## src/design/tte_pkg.sv

```systemverilog
`default_nettype none
package tte_pkg;

  // core clock and completion serialisation penalty
  localparam int unsigned CLK_HZ         = 50_000_000;
  localparam logic [1:0]  SER_EXTRA_CYC  = 2'h2;

  // handler base chosen by the prefix bit, and handler offsets
  localparam logic [31:0] VEC_BASE_HI    = 32'hfff0_0000;
  localparam logic [31:0] VEC_BASE_LO    = 32'h0000_0000;
  localparam logic [31:0] VEC_PROGRAM    = 32'h0000_0700;
  localparam logic [31:0] VEC_FP_UNAVAIL = 32'h0000_0800;
  localparam logic [31:0] VEC_DECR       = 32'h0000_0900;
  localparam logic [31:0] VEC_SYSCALL    = 32'h0000_0c00;
  localparam logic [31:0] VEC_TRACE      = 32'h0000_0d00;
  localparam logic [31:0] VEC_IABR       = 32'h0000_1300;
  localparam logic [31:0] VEC_EMUL       = 32'h0000_1600;

  // machine_state_reg bit positions (bit 0 is the least significant)
  localparam int MSR_POW  = 18;
  localparam int MSR_SHADOW_REGS_SELECT = 17;
  localparam int MSR_ILE  = 16;
  localparam int MSR_EE   = 15;
  localparam int MSR_PR   = 14;
  localparam int MSR_FP   = 13;
  localparam int MSR_ME   = 12;
  localparam int MSR_FE0  = 11;
  localparam int MSR_SE   = 10;
  localparam int MSR_BE   = 9;
  localparam int MSR_FE1  = 8;
  localparam int MSR_IP   = 6;
  localparam int MSR_IR   = 5;
  localparam int MSR_DR   = 4;
  localparam int MSR_RI   = 1;
  localparam int MSR_LE   = 0;

  // bits cleared on exception entry; HANDLER_ENDIAN_MODE, ME and IP are kept
  localparam logic [31:0] MSR_ENTRY_CLR  = 32'h0006_ef33;
  localparam logic [31:0] MSR_RESET      = 32'h0000_0040;
  // save_restore1 takes these machine-state bits, the rest are cleared
  localparam logic [31:0] SAVE_RESTORE1_COPY_MASK = 32'h0000_ffff;

  // fp_status_control fields: enables {v,o,u,z,x} and matching stickies
  localparam int FPS_EN_LSB = 3;
  localparam int FPS_ST_LSB = 24;
  localparam int FPS_FLAGS  = 5;

  // register byte offsets on the slave bus
  localparam logic [7:0] REG_MSR    = 8'h00;
  localparam logic [7:0] REG_SAVE_RESTORE0   = 8'h04;
  localparam logic [7:0] REG_SAVE_RESTORE1   = 8'h08;
  localparam logic [7:0] REG_FP_STATUS_CONTROL  = 8'h0c;
  localparam logic [7:0] REG_STATUS = 8'h10;

  typedef enum logic [3:0] {
    CAUSE_NONE    = 4'h0,
    CAUSE_IABR    = 4'h1,
    CAUSE_ILLEGAL = 4'h2,
    CAUSE_PRIV    = 4'h3,
    CAUSE_FPU     = 4'h4,
    CAUSE_EMUL    = 4'h5,
    CAUSE_SYSCALL = 4'h6,
    CAUSE_TRACE   = 4'h7,
    CAUSE_DECR    = 4'h8
  } tte_cause_e;

  // one instruction offered for completion
  typedef struct packed {
    logic                 valid;
    logic [31:0]          addr;
    logic [31:0]          next_addr;
    logic                 is_fp;
    logic                 is_fp_arith;
    logic                 is_emul;
    logic                 is_illegal;
    logic                 is_priv;
    logic                 is_sc;
    logic                 is_branch;
    logic                 is_rfi;
    logic                 is_isync;
    logic                 trap_taken;
    logic                 iabr_hit;
    logic [FPS_FLAGS-1:0] fp_flags;
  } tte_comp_s;

  // debug port controls
  typedef struct packed {
    logic soft_stop_en;
    logic hard_stop_en;
  } tte_dbg_s;

  // exception taken toward the fetch unit
  typedef struct packed {
    logic        valid;
    tte_cause_e  cause;
    logic [31:0] vector;
    logic        soft_stop;
    logic        hard_stop;
  } tte_exc_s;

endpackage
`default_nettype wire

```

## src/design/tte_trap_trace.sv

```systemverilog
`timescale 1ns/10ps
`default_nettype none
module tte_trap_trace
(
  // clock and reset
  input  wire logic             clk_sys,
  input  wire logic             rst_n,
  // avalon-mm register slave
  input  wire logic [7:0]       avs_address,
  input  wire logic             avs_read,
  input  wire logic             avs_write,
  input  wire logic [31:0]      avs_writedata,
  input  wire logic [3:0]       avs_byteenable,
  output logic [31:0]           avs_readdata,
  output logic                  avs_waitrequest,
  // instruction completion
  input  wire tte_pkg::tte_comp_s comp,
  output logic                  comp_ready,
  // decrementer underflow pulse
  input  wire logic             dec_tick,
  // debug port controls
  input  wire tte_pkg::tte_dbg_s  dbg,
  // exception and stop outcome, architectural state
  output tte_pkg::tte_exc_s     exc,
  output logic [31:0]           machine_state_reg,
  output logic [31:0]           save_restore0,
  output logic [31:0]           save_restore1,
  output logic [31:0]           fp_status_control
);

  // byte-lane merge shared by every writable register
  function automatic logic [31:0] be_merge(input logic [31:0] old_v,
                                           input logic [31:0] new_v,
                                           input logic [3:0]  be);
    logic [31:0] r;
    r = old_v;
    for (int i = 0; i < 4; i++)
    begin
      if (be[i])
      begin
        r[i*8 +: 8] = new_v[i*8 +: 8];
      end
    end
    return r;
  endfunction

  // handler offset for each cause
  function automatic logic [31:0] vec_off(input tte_pkg::tte_cause_e c);
    logic [31:0] r;
    r = tte_pkg::VEC_PROGRAM;
    unique case (c)
      tte_pkg::CAUSE_IABR:    r = tte_pkg::VEC_IABR;
      tte_pkg::CAUSE_ILLEGAL: r = tte_pkg::VEC_PROGRAM;
      tte_pkg::CAUSE_PRIV:    r = tte_pkg::VEC_PROGRAM;
      tte_pkg::CAUSE_FPU:     r = tte_pkg::VEC_FP_UNAVAIL;
      tte_pkg::CAUSE_EMUL:    r = tte_pkg::VEC_EMUL;
      tte_pkg::CAUSE_SYSCALL: r = tte_pkg::VEC_SYSCALL;
      tte_pkg::CAUSE_TRACE:   r = tte_pkg::VEC_TRACE;
      tte_pkg::CAUSE_DECR:    r = tte_pkg::VEC_DECR;
      default:                r = tte_pkg::VEC_PROGRAM;
    endcase
    return r;
  endfunction

  logic [31:0]              msr_q;
  logic [31:0]              save_restore0_q;
  logic [31:0]              save_restore1_q;
  logic [31:0]              fp_status_control_q;
  logic                     dec_pend_q;
  tte_pkg::tte_cause_e      last_cause_q;
  logic [1:0]               ser_cnt_q;
  logic                     ack_q;
  logic [31:0]              rdata_q;
  tte_pkg::tte_exc_s        exc_q;

  logic [tte_pkg::FPS_FLAGS-1:0] fp_en;
  logic [tte_pkg::FPS_FLAGS-1:0] fp_sticky;
  logic [tte_pkg::FPS_FLAGS-1:0] new_sticky;
  logic                     fe_zero;
  logic                     fp_en_hit;
  logic                     ser_need;
  logic                     accept;
  logic                     ss_trace;
  logic                     br_trace;
  logic                     trace_cond;
  tte_pkg::tte_cause_e      cause;
  logic                     stop_soft;
  logic                     stop_hard;
  logic                     take;
  logic                     completed;
  logic [31:0]              save_addr;
  logic                     wr_fire;
  logic                     rd_fire;

  // fp status fields seen by completion
  assign fp_en      = fp_status_control_q[tte_pkg::FPS_EN_LSB +: tte_pkg::FPS_FLAGS];
  assign fp_sticky  = fp_status_control_q[tte_pkg::FPS_ST_LSB +: tte_pkg::FPS_FLAGS];
  assign new_sticky = comp.fp_flags & ~fp_en & ~fp_sticky;
  // unequal fe bits read as precise, so only both clear counts as off
  assign fe_zero    = ~msr_q[tte_pkg::MSR_FE0] & ~msr_q[tte_pkg::MSR_FE1];
  assign fp_en_hit  = comp.is_fp_arith & (|(comp.fp_flags & fp_en));

  // a first-time sticky change under disabled exceptions is serialised
  assign ser_need   = comp.valid & comp.is_fp_arith & fe_zero & ~fp_en_hit
                      & (|new_sticky) & msr_q[tte_pkg::MSR_FP];
  assign comp_ready = ~ser_need | (ser_cnt_q == tte_pkg::SER_EXTRA_CYC);
  assign accept     = comp.valid & comp_ready;

  // trace conditions; return and sync never single-step
  assign ss_trace   = msr_q[tte_pkg::MSR_SE] & ~comp.is_rfi & ~comp.is_isync;
  assign br_trace   = msr_q[tte_pkg::MSR_BE] & comp.is_branch;
  assign trace_cond = (ss_trace | br_trace) & ~comp.trap_taken;

  // fixed priority; each test is only reached when all above it are absent
  always_comb
  begin
    cause = tte_pkg::CAUSE_NONE;
    if (accept)
    begin
      if (comp.iabr_hit)
        cause = tte_pkg::CAUSE_IABR;
      else if (comp.is_illegal)
        cause = tte_pkg::CAUSE_ILLEGAL;
      else if (comp.is_priv & msr_q[tte_pkg::MSR_PR])
        cause = tte_pkg::CAUSE_PRIV;
      else if (comp.is_fp & ~msr_q[tte_pkg::MSR_FP])
        cause = tte_pkg::CAUSE_FPU;
      else if (comp.is_emul | fp_en_hit)
        cause = tte_pkg::CAUSE_EMUL;
      else if (comp.is_sc)
        cause = tte_pkg::CAUSE_SYSCALL;
      else if (comp.trap_taken)
        cause = tte_pkg::CAUSE_NONE; // trap handled by the program unit
      else if (trace_cond)
        cause = tte_pkg::CAUSE_TRACE;
      else if (dec_pend_q & msr_q[tte_pkg::MSR_EE])
        cause = tte_pkg::CAUSE_DECR;
    end
  end

  // debug port diverts breakpoint and trace into stops
  always_comb
  begin
    stop_soft = 1'b0;
    stop_hard = 1'b0;
    if (cause == tte_pkg::CAUSE_IABR || cause == tte_pkg::CAUSE_TRACE)
    begin
      if (dbg.soft_stop_en)
        stop_soft = 1'b1;
      else if (cause == tte_pkg::CAUSE_TRACE && br_trace && dbg.hard_stop_en)
        stop_hard = 1'b1;
    end
  end

  assign take      = (cause != tte_pkg::CAUSE_NONE) & ~stop_soft & ~stop_hard;
  // the instruction completed: no exception stopped it before completion
  assign completed = accept & (cause == tte_pkg::CAUSE_NONE || cause == tte_pkg::CAUSE_SYSCALL
                     || cause == tte_pkg::CAUSE_TRACE || cause == tte_pkg::CAUSE_DECR);
  // completed instructions resume after themselves, others re-execute
  assign save_addr = completed ? comp.next_addr : comp.addr;

  // bus handshake: one wait cycle, then the answer
  assign wr_fire         = avs_write & ack_q;
  assign rd_fire         = avs_read & ~ack_q;
  assign avs_waitrequest = (avs_read | avs_write) & ~ack_q;
  assign avs_readdata    = rdata_q;

  // bus acknowledge toggles off after each answered access
  always_ff @(posedge clk_sys or negedge rst_n)
  begin
    if (!rst_n)
      ack_q <= 1'b0;
    else
      ack_q <= (avs_read | avs_write) & ~ack_q;
  end

  // read data captured in the wait cycle; unmapped offsets read zero
  always_ff @(posedge clk_sys or negedge rst_n)
  begin
    if (!rst_n)
      rdata_q <= 32'h0000_0000;
    else if (rd_fire)
    begin
      unique case (avs_address)
        tte_pkg::REG_MSR:    rdata_q <= msr_q;
        tte_pkg::REG_SAVE_RESTORE0:   rdata_q <= save_restore0_q;
        tte_pkg::REG_SAVE_RESTORE1:   rdata_q <= save_restore1_q;
        tte_pkg::REG_FP_STATUS_CONTROL:  rdata_q <= fp_status_control_q;
        tte_pkg::REG_STATUS: rdata_q <= {27'h0000000, dec_pend_q, last_cause_q};
        default:             rdata_q <= 32'h0000_0000;
      endcase
    end
  end

  // serialisation stall counter, restarts after each accepted instruction
  always_ff @(posedge clk_sys or negedge rst_n)
  begin
    if (!rst_n)
      ser_cnt_q <= 2'h0;
    else if (accept)
      ser_cnt_q <= 2'h0;
    else if (ser_need)
      ser_cnt_q <= ser_cnt_q + 2'h1;
  end

  // machine state: entry wins over rfi restore, which wins over software
  always_ff @(posedge clk_sys or negedge rst_n)
  begin
    if (!rst_n)
      msr_q <= tte_pkg::MSR_RESET;
    else if (take)
    begin
      // clears both trace enables and the fp modes, HANDLER_ENDIAN_MODE feeds LE
      msr_q <= (msr_q & ~tte_pkg::MSR_ENTRY_CLR)
               | {31'h00000000, msr_q[tte_pkg::MSR_ILE]};
    end
    else if (completed & comp.is_rfi)
      msr_q <= (msr_q & ~tte_pkg::SAVE_RESTORE1_COPY_MASK) | (save_restore1_q & tte_pkg::SAVE_RESTORE1_COPY_MASK);
    else if (wr_fire && avs_address == tte_pkg::REG_MSR)
      msr_q <= be_merge(msr_q, avs_writedata, avs_byteenable);
  end

  // save/restore pair loaded on every taken exception
  always_ff @(posedge clk_sys or negedge rst_n)
  begin
    if (!rst_n)
    begin
      save_restore0_q <= 32'h0000_0000;
      save_restore1_q <= 32'h0000_0000;
    end
    else if (take)
    begin
      save_restore0_q <= save_addr;
      save_restore1_q <= msr_q & tte_pkg::SAVE_RESTORE1_COPY_MASK;
    end
    else if (wr_fire)
    begin
      if (avs_address == tte_pkg::REG_SAVE_RESTORE0)
        save_restore0_q <= be_merge(save_restore0_q, avs_writedata, avs_byteenable);
      if (avs_address == tte_pkg::REG_SAVE_RESTORE1)
        save_restore1_q <= be_merge(save_restore1_q, avs_writedata, avs_byteenable);
    end
  end

  // fp status: completed fp ops or in stickies; a set beats a clear
  always_ff @(posedge clk_sys or negedge rst_n)
  begin
    if (!rst_n)
      fp_status_control_q <= 32'h0000_0000;
    else
    begin
      logic [31:0] base;
      logic [31:0] setb;
      base = fp_status_control_q;
      setb = 32'h0000_0000;
      if (wr_fire && avs_address == tte_pkg::REG_FP_STATUS_CONTROL)
        base = be_merge(fp_status_control_q, avs_writedata, avs_byteenable);
      // an enabling trap leaves status untouched
      if (completed & comp.is_fp_arith)
        setb[tte_pkg::FPS_ST_LSB +: tte_pkg::FPS_FLAGS] = comp.fp_flags;
      fp_status_control_q <= base | setb;
    end
  end

  // one pending decrementer request; a new tick in the take cycle survives
  always_ff @(posedge clk_sys or negedge rst_n)
  begin
    if (!rst_n)
      dec_pend_q <= 1'b0;
    else if (dec_tick)
      dec_pend_q <= 1'b1;
    else if (take && cause == tte_pkg::CAUSE_DECR)
      dec_pend_q <= 1'b0;
  end

  // last cause seen, for software inspection
  always_ff @(posedge clk_sys or negedge rst_n)
  begin
    if (!rst_n)
      last_cause_q <= tte_pkg::CAUSE_NONE;
    else if (cause != tte_pkg::CAUSE_NONE)
      last_cause_q <= cause;
  end

  // registered outcome: one-cycle pulses with vector held alongside
  always_ff @(posedge clk_sys or negedge rst_n)
  begin
    if (!rst_n)
    begin
      exc_q.valid     <= 1'b0;
      exc_q.cause     <= tte_pkg::CAUSE_NONE;
      exc_q.vector    <= 32'h0000_0000;
      exc_q.soft_stop <= 1'b0;
      exc_q.hard_stop <= 1'b0;
    end
    else
    begin
      exc_q.valid     <= take;
      exc_q.soft_stop <= stop_soft;
      exc_q.hard_stop <= stop_hard;
      if (cause != tte_pkg::CAUSE_NONE)
      begin
        exc_q.cause  <= cause;
        exc_q.vector <= (msr_q[tte_pkg::MSR_IP] ? tte_pkg::VEC_BASE_HI : tte_pkg::VEC_BASE_LO)
                        | vec_off(cause);
      end
    end
  end

  // state outputs straight from their registers
  assign exc   = exc_q;
  assign machine_state_reg   = msr_q;
  assign save_restore0  = save_restore0_q;
  assign save_restore1  = save_restore1_q;
  assign fp_status_control = fp_status_control_q;

endmodule
`default_nettype wire

```

## config.mk

```make
export PLATFORM = sky130hd
export DESIGN_NAME = tte_trap_trace
export DESIGN_NICKNAME = d
export VERILOG_FILES = /design/src/design/tte_pkg.sv /design/src/design/tte_trap_trace.sv
export SDC_FILE = /design/constraint.sdc
export NUM_CORES = 1
export LEC_CHECK = 0
export ABC_AREA = 1
export BUFFER_PORTS_ARGS = -buffer_cell sky130_fd_sc_hd__buf_2
export CAP_MARGIN = 15
export CORE_MARGIN = 3
export CORE_UTILIZATION = 52
export CTS_BUF_LIST = sky130_fd_sc_hd__clkbuf_8
export DETAILED_ROUTE_END_ITERATION = 10
export PLACE_DENSITY = 0.83
export SETUP_SLACK_MARGIN = 0.05
export SLEW_MARGIN = 20
export SYNTH_ARGS = -nofsm -noshare
export SYNTH_HDL_FRONTEND = slang
export SYNTH_SLANG_ARGS = --single-unit
```

## constraint.sdc

```tcl
create_clock -name clk_sys -period 2.7 [get_ports clk_sys]
set_input_delay 0.27 -clock clk_sys [delete_from_list [all_inputs] [get_ports clk_sys]]
set_output_delay 0.27 -clock clk_sys [all_outputs]
set_load 0.05 [all_outputs]
```

After elaboration in Yosys (flattened, before gate mapping)
Memory sizes are Yosys's and may differ from the RTL's.
Index checks and enable logic that the tools add are counted.

operators by class
  add/sub/neg operators = 1
  equality and inequality tests = 9
  mux-type cells = 42
  bitwise gates (word level) = 47
  reductions and logical operators = 40

operator list
  operator                                       number
  2-to-1 mux 32 bit                              13
  one-hot mux 32 bit (5 select lines)            1
  2-to-1 mux 8 bit                               8
  2-to-1 mux 4 bit                               10
  bitwise OR 32 x 1 -> 32 bit                    1
  bitwise OR 32 x 16 -> 32 bit                   1
  bitwise OR 32 x 29 -> 32 bit                   1
  bitwise OR 32 bit                              1
  AND reduction 3 bit                            8
  bitwise AND 1 bit                              23
  nonzero test 2 bit                             9
  == test 8 x 4 -> 1 bit, second input constant  2
  bitwise AND 5 bit                              3
  nonzero test 3 bit                             5
  NOT 1 bit                                      11
  NOT 5 bit                                      2
  OR reduction 5 bit                             2
  == test 4 x 3 -> 1 bit, second input constant  2
  == test 8 x 3 -> 1 bit, second input constant  1
  == test 8 x 5 -> 1 bit, second input constant  1
  zero test 8 bit                                1
  AND reduction 2 bit                            4
  2-to-1 mux 1 bit                               7
  logical AND 1 bit                              5
  10 further kinds                               17

word-level totals
  register bits = 203
  ROM bits = 80
  input port bits = 132
  memories = 1

memory list
  name              depth  width  rd ports  clocked after Yosys merged registers in  wr ports  line                  text
  (name not given)  16     5      1         0                                        0         tte_trap_trace.sv:51  unique case (c)

Longest topological paths before layout
Gate-level depths: netlist of run 1.

  depth after elaboration = 25
  depth in mapped cells = 20
  depth with buffers taken out = 19

Least setup slack after synthesis of run 1
No wires, ideal clock.

  path kind = register -> register
  start = reg fp_status_control_q[7], in the netlist fp_status_control[7]
  end = reg msr_q[11], in the netlist machine_state_reg[11]
  setup time = 0.067 ns
  data arrival time = 2.722 ns
  slack = -0.089 ns
  stages on the path, launching flop included = 17
  path through = dfrtp_1 -> nand2_1 -> nand3_2 -> o21bai_4 -> nand4_2 -> nand2_2 -> inv_2 -> nand3_1 -> nand4_2 -> nand2_1 -> inv_2 -> nand2_4 -> buf_6 -> nand2_2 -> nor2_4 -> nand2_1 -> nand2_1

on the way
  word-level cells in the longest chain between the ends = 21

RTL lines
  item                               line                   text
  from (decl)                        tte_trap_trace.sv:68   logic [31:0] fp_status_control_q;
  from (signal assigned)             tte_trap_trace.sv:261  fp_status_control_q <= base | setb;
  bitwise AND 5 bit                  tte_trap_trace.sv:101  assign fp_en_hit = comp.is_fp_arith & (|(comp.fp_flags & fp_en));
  OR reduction 5 bit                 tte_trap_trace.sv:101
  bitwise AND 1 bit                  tte_trap_trace.sv:101
  NOT 1 bit                          tte_trap_trace.sv:104  assign ser_need = comp.valid & comp.is_fp_arith & fe_zero & ~fp_en_hit
  bitwise AND 1 bit                  tte_trap_trace.sv:104
  bitwise AND 1 bit * (2 in series)  tte_trap_trace.sv:105  & (|new_sticky) & msr_q[tte_pkg::MSR_FP];
  NOT 1 bit *                        tte_trap_trace.sv:106  assign comp_ready = ~ser_need | (ser_cnt_q == tte_pkg::SER_EXTRA_CYC);
  bitwise OR 1 bit *                 tte_trap_trace.sv:106
  named net comp_ready               tte_trap_trace.sv:18   output logic comp_ready,
  [3 not listed]                     -
  logical AND 1 bit (2 in series)    tte_trap_trace.sv:150  else if (cause == tte_pkg::CAUSE_TRACE && br_trace && dbg.hard_stop_en)
  2-to-1 mux 1 bit                   tte_trap_trace.sv:150
  2-to-1 mux 1 bit                   tte_trap_trace.sv:148  if (dbg.soft_stop_en)
  2-to-1 mux 1 bit                   tte_trap_trace.sv:146  if (cause == tte_pkg::CAUSE_IABR || cause == tte_pkg::CAUSE_TRACE)
  NOT 1 bit                          tte_trap_trace.sv:155  assign take = (cause != tte_pkg::CAUSE_NONE) & ~stop_soft & ~stop_hard;
  bitwise AND 1 bit                  tte_trap_trace.sv:155
  nonzero test 3 bit (no line)       -
  AND reduction 2 bit (no line)      -
  to (signal assigned)               tte_trap_trace.sv:210  msr_q <= tte_pkg::MSR_RESET;
  to (signal assigned)               tte_trap_trace.sv:214  msr_q <= (msr_q & ~tte_pkg::MSR_ENTRY_CLR)
  to (signal assigned)               tte_trap_trace.sv:218  msr_q <= (msr_q & ~tte_pkg::SAVE_RESTORE1_COPY_MASK) | (save_restore1_q & tte_pkg::SAVE_RESTORE1_COPY_MASK);
  to (decl)                          tte_trap_trace.sv:65   logic [31:0] msr_q;

Mark *: on every way through the listed nets, which the timed path passes. The rest lies on a longest branch.
A chain may end at the register's enable or synchronous reset.

Worst setup path in the final report of run 1
  start = reg fp_status_control_q[6], in the netlist fp_status_control[6]
  end = reg msr_q[10], in the netlist machine_state_reg[10]

on the way
  word-level cells in the longest chain between the ends = 21

RTL lines
  item                             line
  bitwise AND 5 bit                tte_trap_trace.sv:101
  OR reduction 5 bit               tte_trap_trace.sv:101
  bitwise AND 1 bit                tte_trap_trace.sv:101
  NOT 1 bit                        tte_trap_trace.sv:104
  bitwise AND 1 bit                tte_trap_trace.sv:104
  bitwise AND 1 bit (2 in series)  tte_trap_trace.sv:105
  NOT 1 bit                        tte_trap_trace.sv:106
  bitwise OR 1 bit                 tte_trap_trace.sv:106
  [3 not listed]                   -
  logical AND 1 bit (2 in series)  tte_trap_trace.sv:150
  2-to-1 mux 1 bit                 tte_trap_trace.sv:150
  2-to-1 mux 1 bit                 tte_trap_trace.sv:148
  2-to-1 mux 1 bit                 tte_trap_trace.sv:146
  NOT 1 bit                        tte_trap_trace.sv:155
  bitwise AND 1 bit                tte_trap_trace.sv:155
  nonzero test 3 bit (no line)     -
  AND reduction 2 bit (no line)    -

Several ways; a longest one is shown, not always the timed one.

==> results of run 1 <==
placed cells by master (no fill, tap or decap), types with 13 or more instances in the layout:
master and count:
clkbuf_8 17, a221oi_1 23, dfrtp_1 176, inv_1 104, a21oi_1 17, nor2_1 42
o21ai_1 13, buf_2 316, nand2_1 549, buf_4 44, conb_1 15, o211ai_1 41
mux2_2 13, nand3_1 29, o21ai_0 80
logic make-up (layout without fill, tap and decap cells):
kind of cell               Yosys count  after routing
AOI/OAI and AO/OA                  216            216
adders and majority gates            1              1
buffers and inverters              191            515
DFF                                177            177
muxes                               13             13
other                                1             16
and+or+nand+nor                    649            650
power by group:
part	total, mW	switching, mW	internal [mW]
logic	3.11	2.40	0.709
clock network	1.98	1.05	0.928
registers	3.29	0.314	2.98
total	8.38	3.77	4.61
cell type report:
type                    count  area (um^2)  share of cell area (%)
diodes                      1        2.502                 0.02095
clock buffers              17        234.0                   1.959
clock inverters            15        180.2                   1.509
inverters                 113        434.2                   3.635
multi-input cells         895         4332                   36.27
flip-flops and latches    177         4431                   37.10
well taps                 225        281.5                   2.357
repair buffers            370         2048                   17.15
final timing paths:
kind / slack (ps) / endpoint / startpoint / cells after the start
worst min register to register: 480 / ack_q / ack_q / 1
min in group asynchronous: 370 / avs_readdata[30] / rst_n / 2
worst max register to register: 100 / machine_state_reg[10] / fp_status_control[6] / 16
worst min-delay path: 50 / fp_status_control[14] / avs_writedata[14] / 2
worst max-delay path: 100 / machine_state_reg[10] / fp_status_control[6] / 16
max in group asynchronous: 1620 / fp_status_control[10] / rst_n / 3
worst register-to-register path, stage by stage, from the launching register on:
cell	delay [ps]
dfrtp_1	410
nand2_1	110
nand3_2	90
o21bai_4	220
nand3_1	140
o21bai_2	290
nand2_2	140
nor2_1	130
nand2_1	70
nand2_2	120
inv_4	80
nand2_8	120
buf_6	160
nand2_2	90
nor2_4	240
nand2_1	80
nand2_1	70
layer usage:
layer | part of all wire, % | up-vias | routed length [um] | GRT usage (%)
met5 | 0 | - | 0 | 0
met4 | 4.0 | 0 | 1365 | 13.72
met3 | 11 | 109 | 3610 | 6.547
met2 | 47 | 713 | 16130 | 55.04
met1 | 38 | 4729 | 12940 | 43.18
li1 | - | 4646 | - | -
timing repair:
| item | 4_1_cts | 5_1_grt |
|---|---|---|
| endpoints found under the setup margin | 17 | 94 |
| hold endpoints to repair | 66 | 0 |
| hold buffers | 2 | 0 |
| pin swaps | 0 | 6 |
| setup buffers | 0 | 9 |
| cloned | 0 | 1 |
| resized for setup | 1 | 22 |
==> impl_metrics.yaml, run 1 <==
place:
  dpl_worst_slack_ps: 28.30
  dp_hpwl_um: 25210
  gp_congestion: 0.9803
  io_buffer_count: 317
  place_area_um2: 11340
  placedCellCount: 1769
critical_path:
  startpoint_type: "flop"
  crit_path_end_kind: "flop"
  cp_slowest_cell: "dfrtp_1"
  worst_ep_arrival_time_ps: 3030
  crit_top_cell: "nand2_1"
  crit_family: "simple AND/OR/NAND/NOR gates"
  crit_type: "reg -> reg"
  crit_required_ps: 3130
  path_cells: "nand2_1 > nand3_2 > o21bai_4 > nand3_1 > o21bai_2 > nand2_2 > nor2_1 > nand2_1 > nand2_2 > inv_4 > nand2_8 > buf_6 > nand2_2 > nor2_4 > nand2_1 > nand2_1"
  path_max_fanout: 11
  cp_num_buf_inv: 2
  max_stage_delay_ps: 410
route:
  ant_nets: 0
  drcViolationCount: 0
  drtPass1Iterations: 6
  wire_per_inst_um: 18.78
  routed_wl_um: 34050
  vias: 10200
  drt_iter0_drc: 1167
  vias_per_cell: 5.624
synth:
  seq_area_frac_synth_pct: 46.73
  synth-edff-count: 0
  synth_top_family_by_area: "simple AND/OR/NAND/NOR gates"
  syn_area_um2: 9480
  synth_common_cells: "nand2_1, dfrtp_1, inv_1, o21ai_0, nor2_1"
  async_flop_share_pct: 100.0
  synth_most_common_cell: "nand2_1"
  synth_seq_cells: 177
  synth_mux_area_share_pct: 1.544
  synth_top_cell_by_area: "dfrtp_1"
  synthAdderAreaFrac_pct: 0.1320
  synthCells: 1248
  synthTopCellsByArea: "dfrtp_1, nand2_1, o21ai_0"
  yosys_warnings: 0
  yosysTopAreaCellShare_pct: 46.46
  synth-compound-area-share_pct: 15.02
  yosys.cell_types.count: 44
  synth_area_per_cell_um2: 7.596
  synth_xor_area_share_pct: 0
  synthSimpleGateAreaFrac_pct: 27.28
  yosys_most_used_dff: "dfrtp_1"
power:
  p_per_area_nw_per_um2: 701.8
  total_power_mw: 8.382
  ir_drop_uv: 584.8
  p_leak_nw: 6.857
floorplanning:
  start_util_pct: 53.88
  die_x_um: 141.0
  rows: 48
  pin_count: 333
  die_height_um: 141.0
  die_area_um2: 19890
  core-area_um2: 17600
timing:
  rsz0062_at_grt: "yes"
  maxSlewHeadroom_pct: 55.18
  finalCritPeriodShare_pct: 96.44
  whs_ps: 53.62
  finalSetupTns_ps: 0
  fin_ws_ps: 96.18
  fmaxAchievable_ghz: 0.3841
  tightest_slew_ps: 672.4
  setup_viol: 0
  maxSlewViolCount: 0
  hold_viol_final: 0
  fin_crit_ps: 2604
  clock_skew_ps: 18.45
clock_network:
  cts.sinks: 177
  clockBufferDepth: 2
  cts_tree: "yes"
  root_buffer: "clkbuf_8"
  numCtsBuffers: 17
  insertion_delay_ps: 490
  h-tree-depth: 4
  clkTransAtPathRegs_ps: 100
grt:
  grt_max_degree: 71
  grt_use_total_pct: 33.33
  grt_pass1_vias: 9585
  grt_antenna_before_repair: 1
  grt_first_pass_wirelength_um: 52090
  grt_overflow: 0
cells_and_area:
  stdcell_count: 1813
  postLayoutCellArea_um2: 11940
  final_nets: 1707
  area_delta_synth_final_pct: 25.97
  drive_gt1_share_pct: 28.73
  utilization_pct: 67.87
  fillers: 1521
status:
  outcome: "completed"
flow_run:
  cap_violations: 0
min_path:
  worstHoldPathType: "in -> reg"
(Power assumes the default switching activity.)
==> run 2: changes to the inputs <==
- CORE_UTILIZATION: 52 -> 51
- CTS_BUF_LIST: sky130_fd_sc_hd__clkbuf_8 -> unset
- PLACE_DENSITY: 0.83 -> 0.81
==> run 2 against run 1 <==
Clock power rose by 30%. Critical path type unchanged. Count of clock-buffer cells in the layout rose by 5. Critical path depth fell by 1. Register-to-register slack improved by 40 ps. Highest routed layer is now met5.
==> impl_metrics.yaml, run 2 (synthesis gave the netlist of run 1 again) <==
floorplanning:
  pin_count: 333
  start_util_pct: 52.42
  die_height_um: 142.3
  rows: 49
  core-area_um2: 18090
  die_x_um: 142.3
  die_area_um2: 20260
cells_and_area:
  drive_gt1_share_pct: 28.98
  final_nets: 1704
  final_cell_mix: "nand2_1, buf_2, dfrtp_1, inv_1, o21ai_0"
  postLayoutCellArea_um2: 12210
  final_common_cell: "nand2_1"
  area_delta_synth_final_pct: 28.75
  utilization_pct: 67.49
  stdcell_count: 1814
critical_path:
  crit_start: "fp_status_control[7]"
  worst_ep_arrival_time_ps: 2930
  crit_path_end_kind: "flop"
  path_max_fanout: 40
  startpoint_type: "flop"
  reg2reg_slack_ps: 140
  crit_required_ps: 3070
  rr_startpoint: "fp_status_control[7]"
  crit_type: "reg -> reg"
route:
  vias: 10280
  ant_nets: 0
  drcViolationCount: 0
  wire_per_inst_um: 19.26
  vias_per_cell: 5.666
  drtPass1Iterations: 6
  drt_iter0_drc: 1182
  routed_wl_um: 34950
clock_network:
  cts.sinks: 177
  root_buffer: "clkbuf_16"
  numCtsBuffers: 17
  h-tree-depth: 4
  insertion_delay_ps: 430
  clockBufferDepth: 2
  clkTransAtPathRegs_ps: 70
  cts_tree: "yes"
place:
  place_area_um2: 11360
  dpl_worst_slack_ps: 39.79
  dp_hpwl_um: 25190
  gp_congestion: 0.9452
  placedCellCount: 1770
  io_buffer_count: 317
power:
  p_switching_mw: 3.851
  p_seq_share_pct: 36.5
  internal_power_mw: 5.177
  switching_share_pct: 42.66
  comb_power_share_pct: 35.0
  p_per_area_nw_per_um2: 739.7
  ir_drop_uv: 609.7
  clkPwrFrac_pct: 28.5
  p_leak_nw: 6.933
  total_power_mw: 9.029
grt:
  met3_usage_pct: 7.527
  grt_overflow: 0
  busiest_layer: "met2"
  use_met1_pct: 42.57
  grt_first_pass_wirelength_um: 52070
  grt_pass1_vias: 9534
  grt_antenna_before_repair: 1
  met2_usage_pct: 54.46
  grt_use_total_pct: 32.89
  grt_max_degree: 65
timing:
  fmaxAchievable_ghz: 0.3907
  finalSetupTns_ps: 0
  whs_ps: 30.75
  maxSlewViolCount: 0
  setup_viol: 0
  tightest_slew_ps: 657.0
  rsz0062_at_grt: "yes"
  finalCritPeriodShare_pct: 94.79
  fin_ws_ps: 140.8
  fin_crit_ps: 2559
  hold_viol_final: 0
  maxSlewHeadroom_pct: 56.20
  clock_skew_ps: 7.300
flow_run:
  cap_violations: 0
min_path:
  worstHoldPathType: "in -> reg"
  worstHoldStart: "dec_tick"
status:
  outcome: "completed"
==> run 2: changes by cell type in the layout (fill, tap and decap cells not counted), sizes merged <==
cell | previous run | this run
clkbuf | 17 | 22
clkinvlp | 1 | 3
clkinv | 6 | 5
dlygate4sd3 | 2 | 1
o21ai | 102 | 104
nand3 | 33 | 34
inv | 118 | 113
nand3b | 2 | 3
buf | 368 | 362
bufinv | 3 | 2
==> run 2: layout make-up <==
type | instances | area [um^2]
clock buffers | 22 | 484.2
clock inverters | 10 | 123.9
inverters | 113 | 442.9
well taps | 229 | 286.5
fillers | 1489 | 5881
flip-flops and latches | 177 | 4431
multi-input cells | 899 | 4377
diodes | 1 | 2.502
repair buffers | 363 | 2058
==> run 2: worst paths after layout <==
| kind | depth (start not counted) | to |
|---|---|---|
| min in group asynchronous | 2 | avs_readdata[17] |
| hold / removal | 2 | dec_pend_q |
| max in group asynchronous | 3 | machine_state_reg[6] |
| setup / recovery | 15 | machine_state_reg[0] |
| setup reg to reg | 15 | machine_state_reg[0] |
| hold reg to reg | 2 | exc[14] |
==> run 2: repair_timing <==
item / in CTS / in global routing
hold buffers: 1 / 0
setup buffers: 0 / 5
gates resized for setup: 1 / 29
hold endpoints to repair: 61 / 0
endpoints found under the setup margin: 9 / 96
pin swaps: 0 / 8
cloned: 0 / 5
==> run 2: power by group through the flow <==
stage                     Combinational (mW)  Clock (mW)  Sequential (mW)
final                                   3.16        2.57             3.30
after global routing                    3.34        2.69             3.33
after CTS                               3.08        2.58             3.28
after detailed placement                3.06           0             3.33
after global placement                  3.02           0             3.32
after floorplan                         1.11           0             4.40
==> run 2: metal layers <==
metal,routed length [um],part of all wire (%)
met1,13470,39
met2,16400,47
met3,3716,11
met4,1341,3.8
met5,13,0.037
==> run 2: critical path, cell delays in order (launching register included) <==
cell and delay (ps):
dfrtp_1 420, nand2_1 100, nand3_2 100, o21bai_4 260, nand3_2 160, o21bai_4 200, nand2_1 90, nand3_1 130
o21ai_2 100, buf_4 150, a21oi_4 140, buf_12 250, nand2_1 150, nand2_1 100, nand2_1 60, nand2_1 60
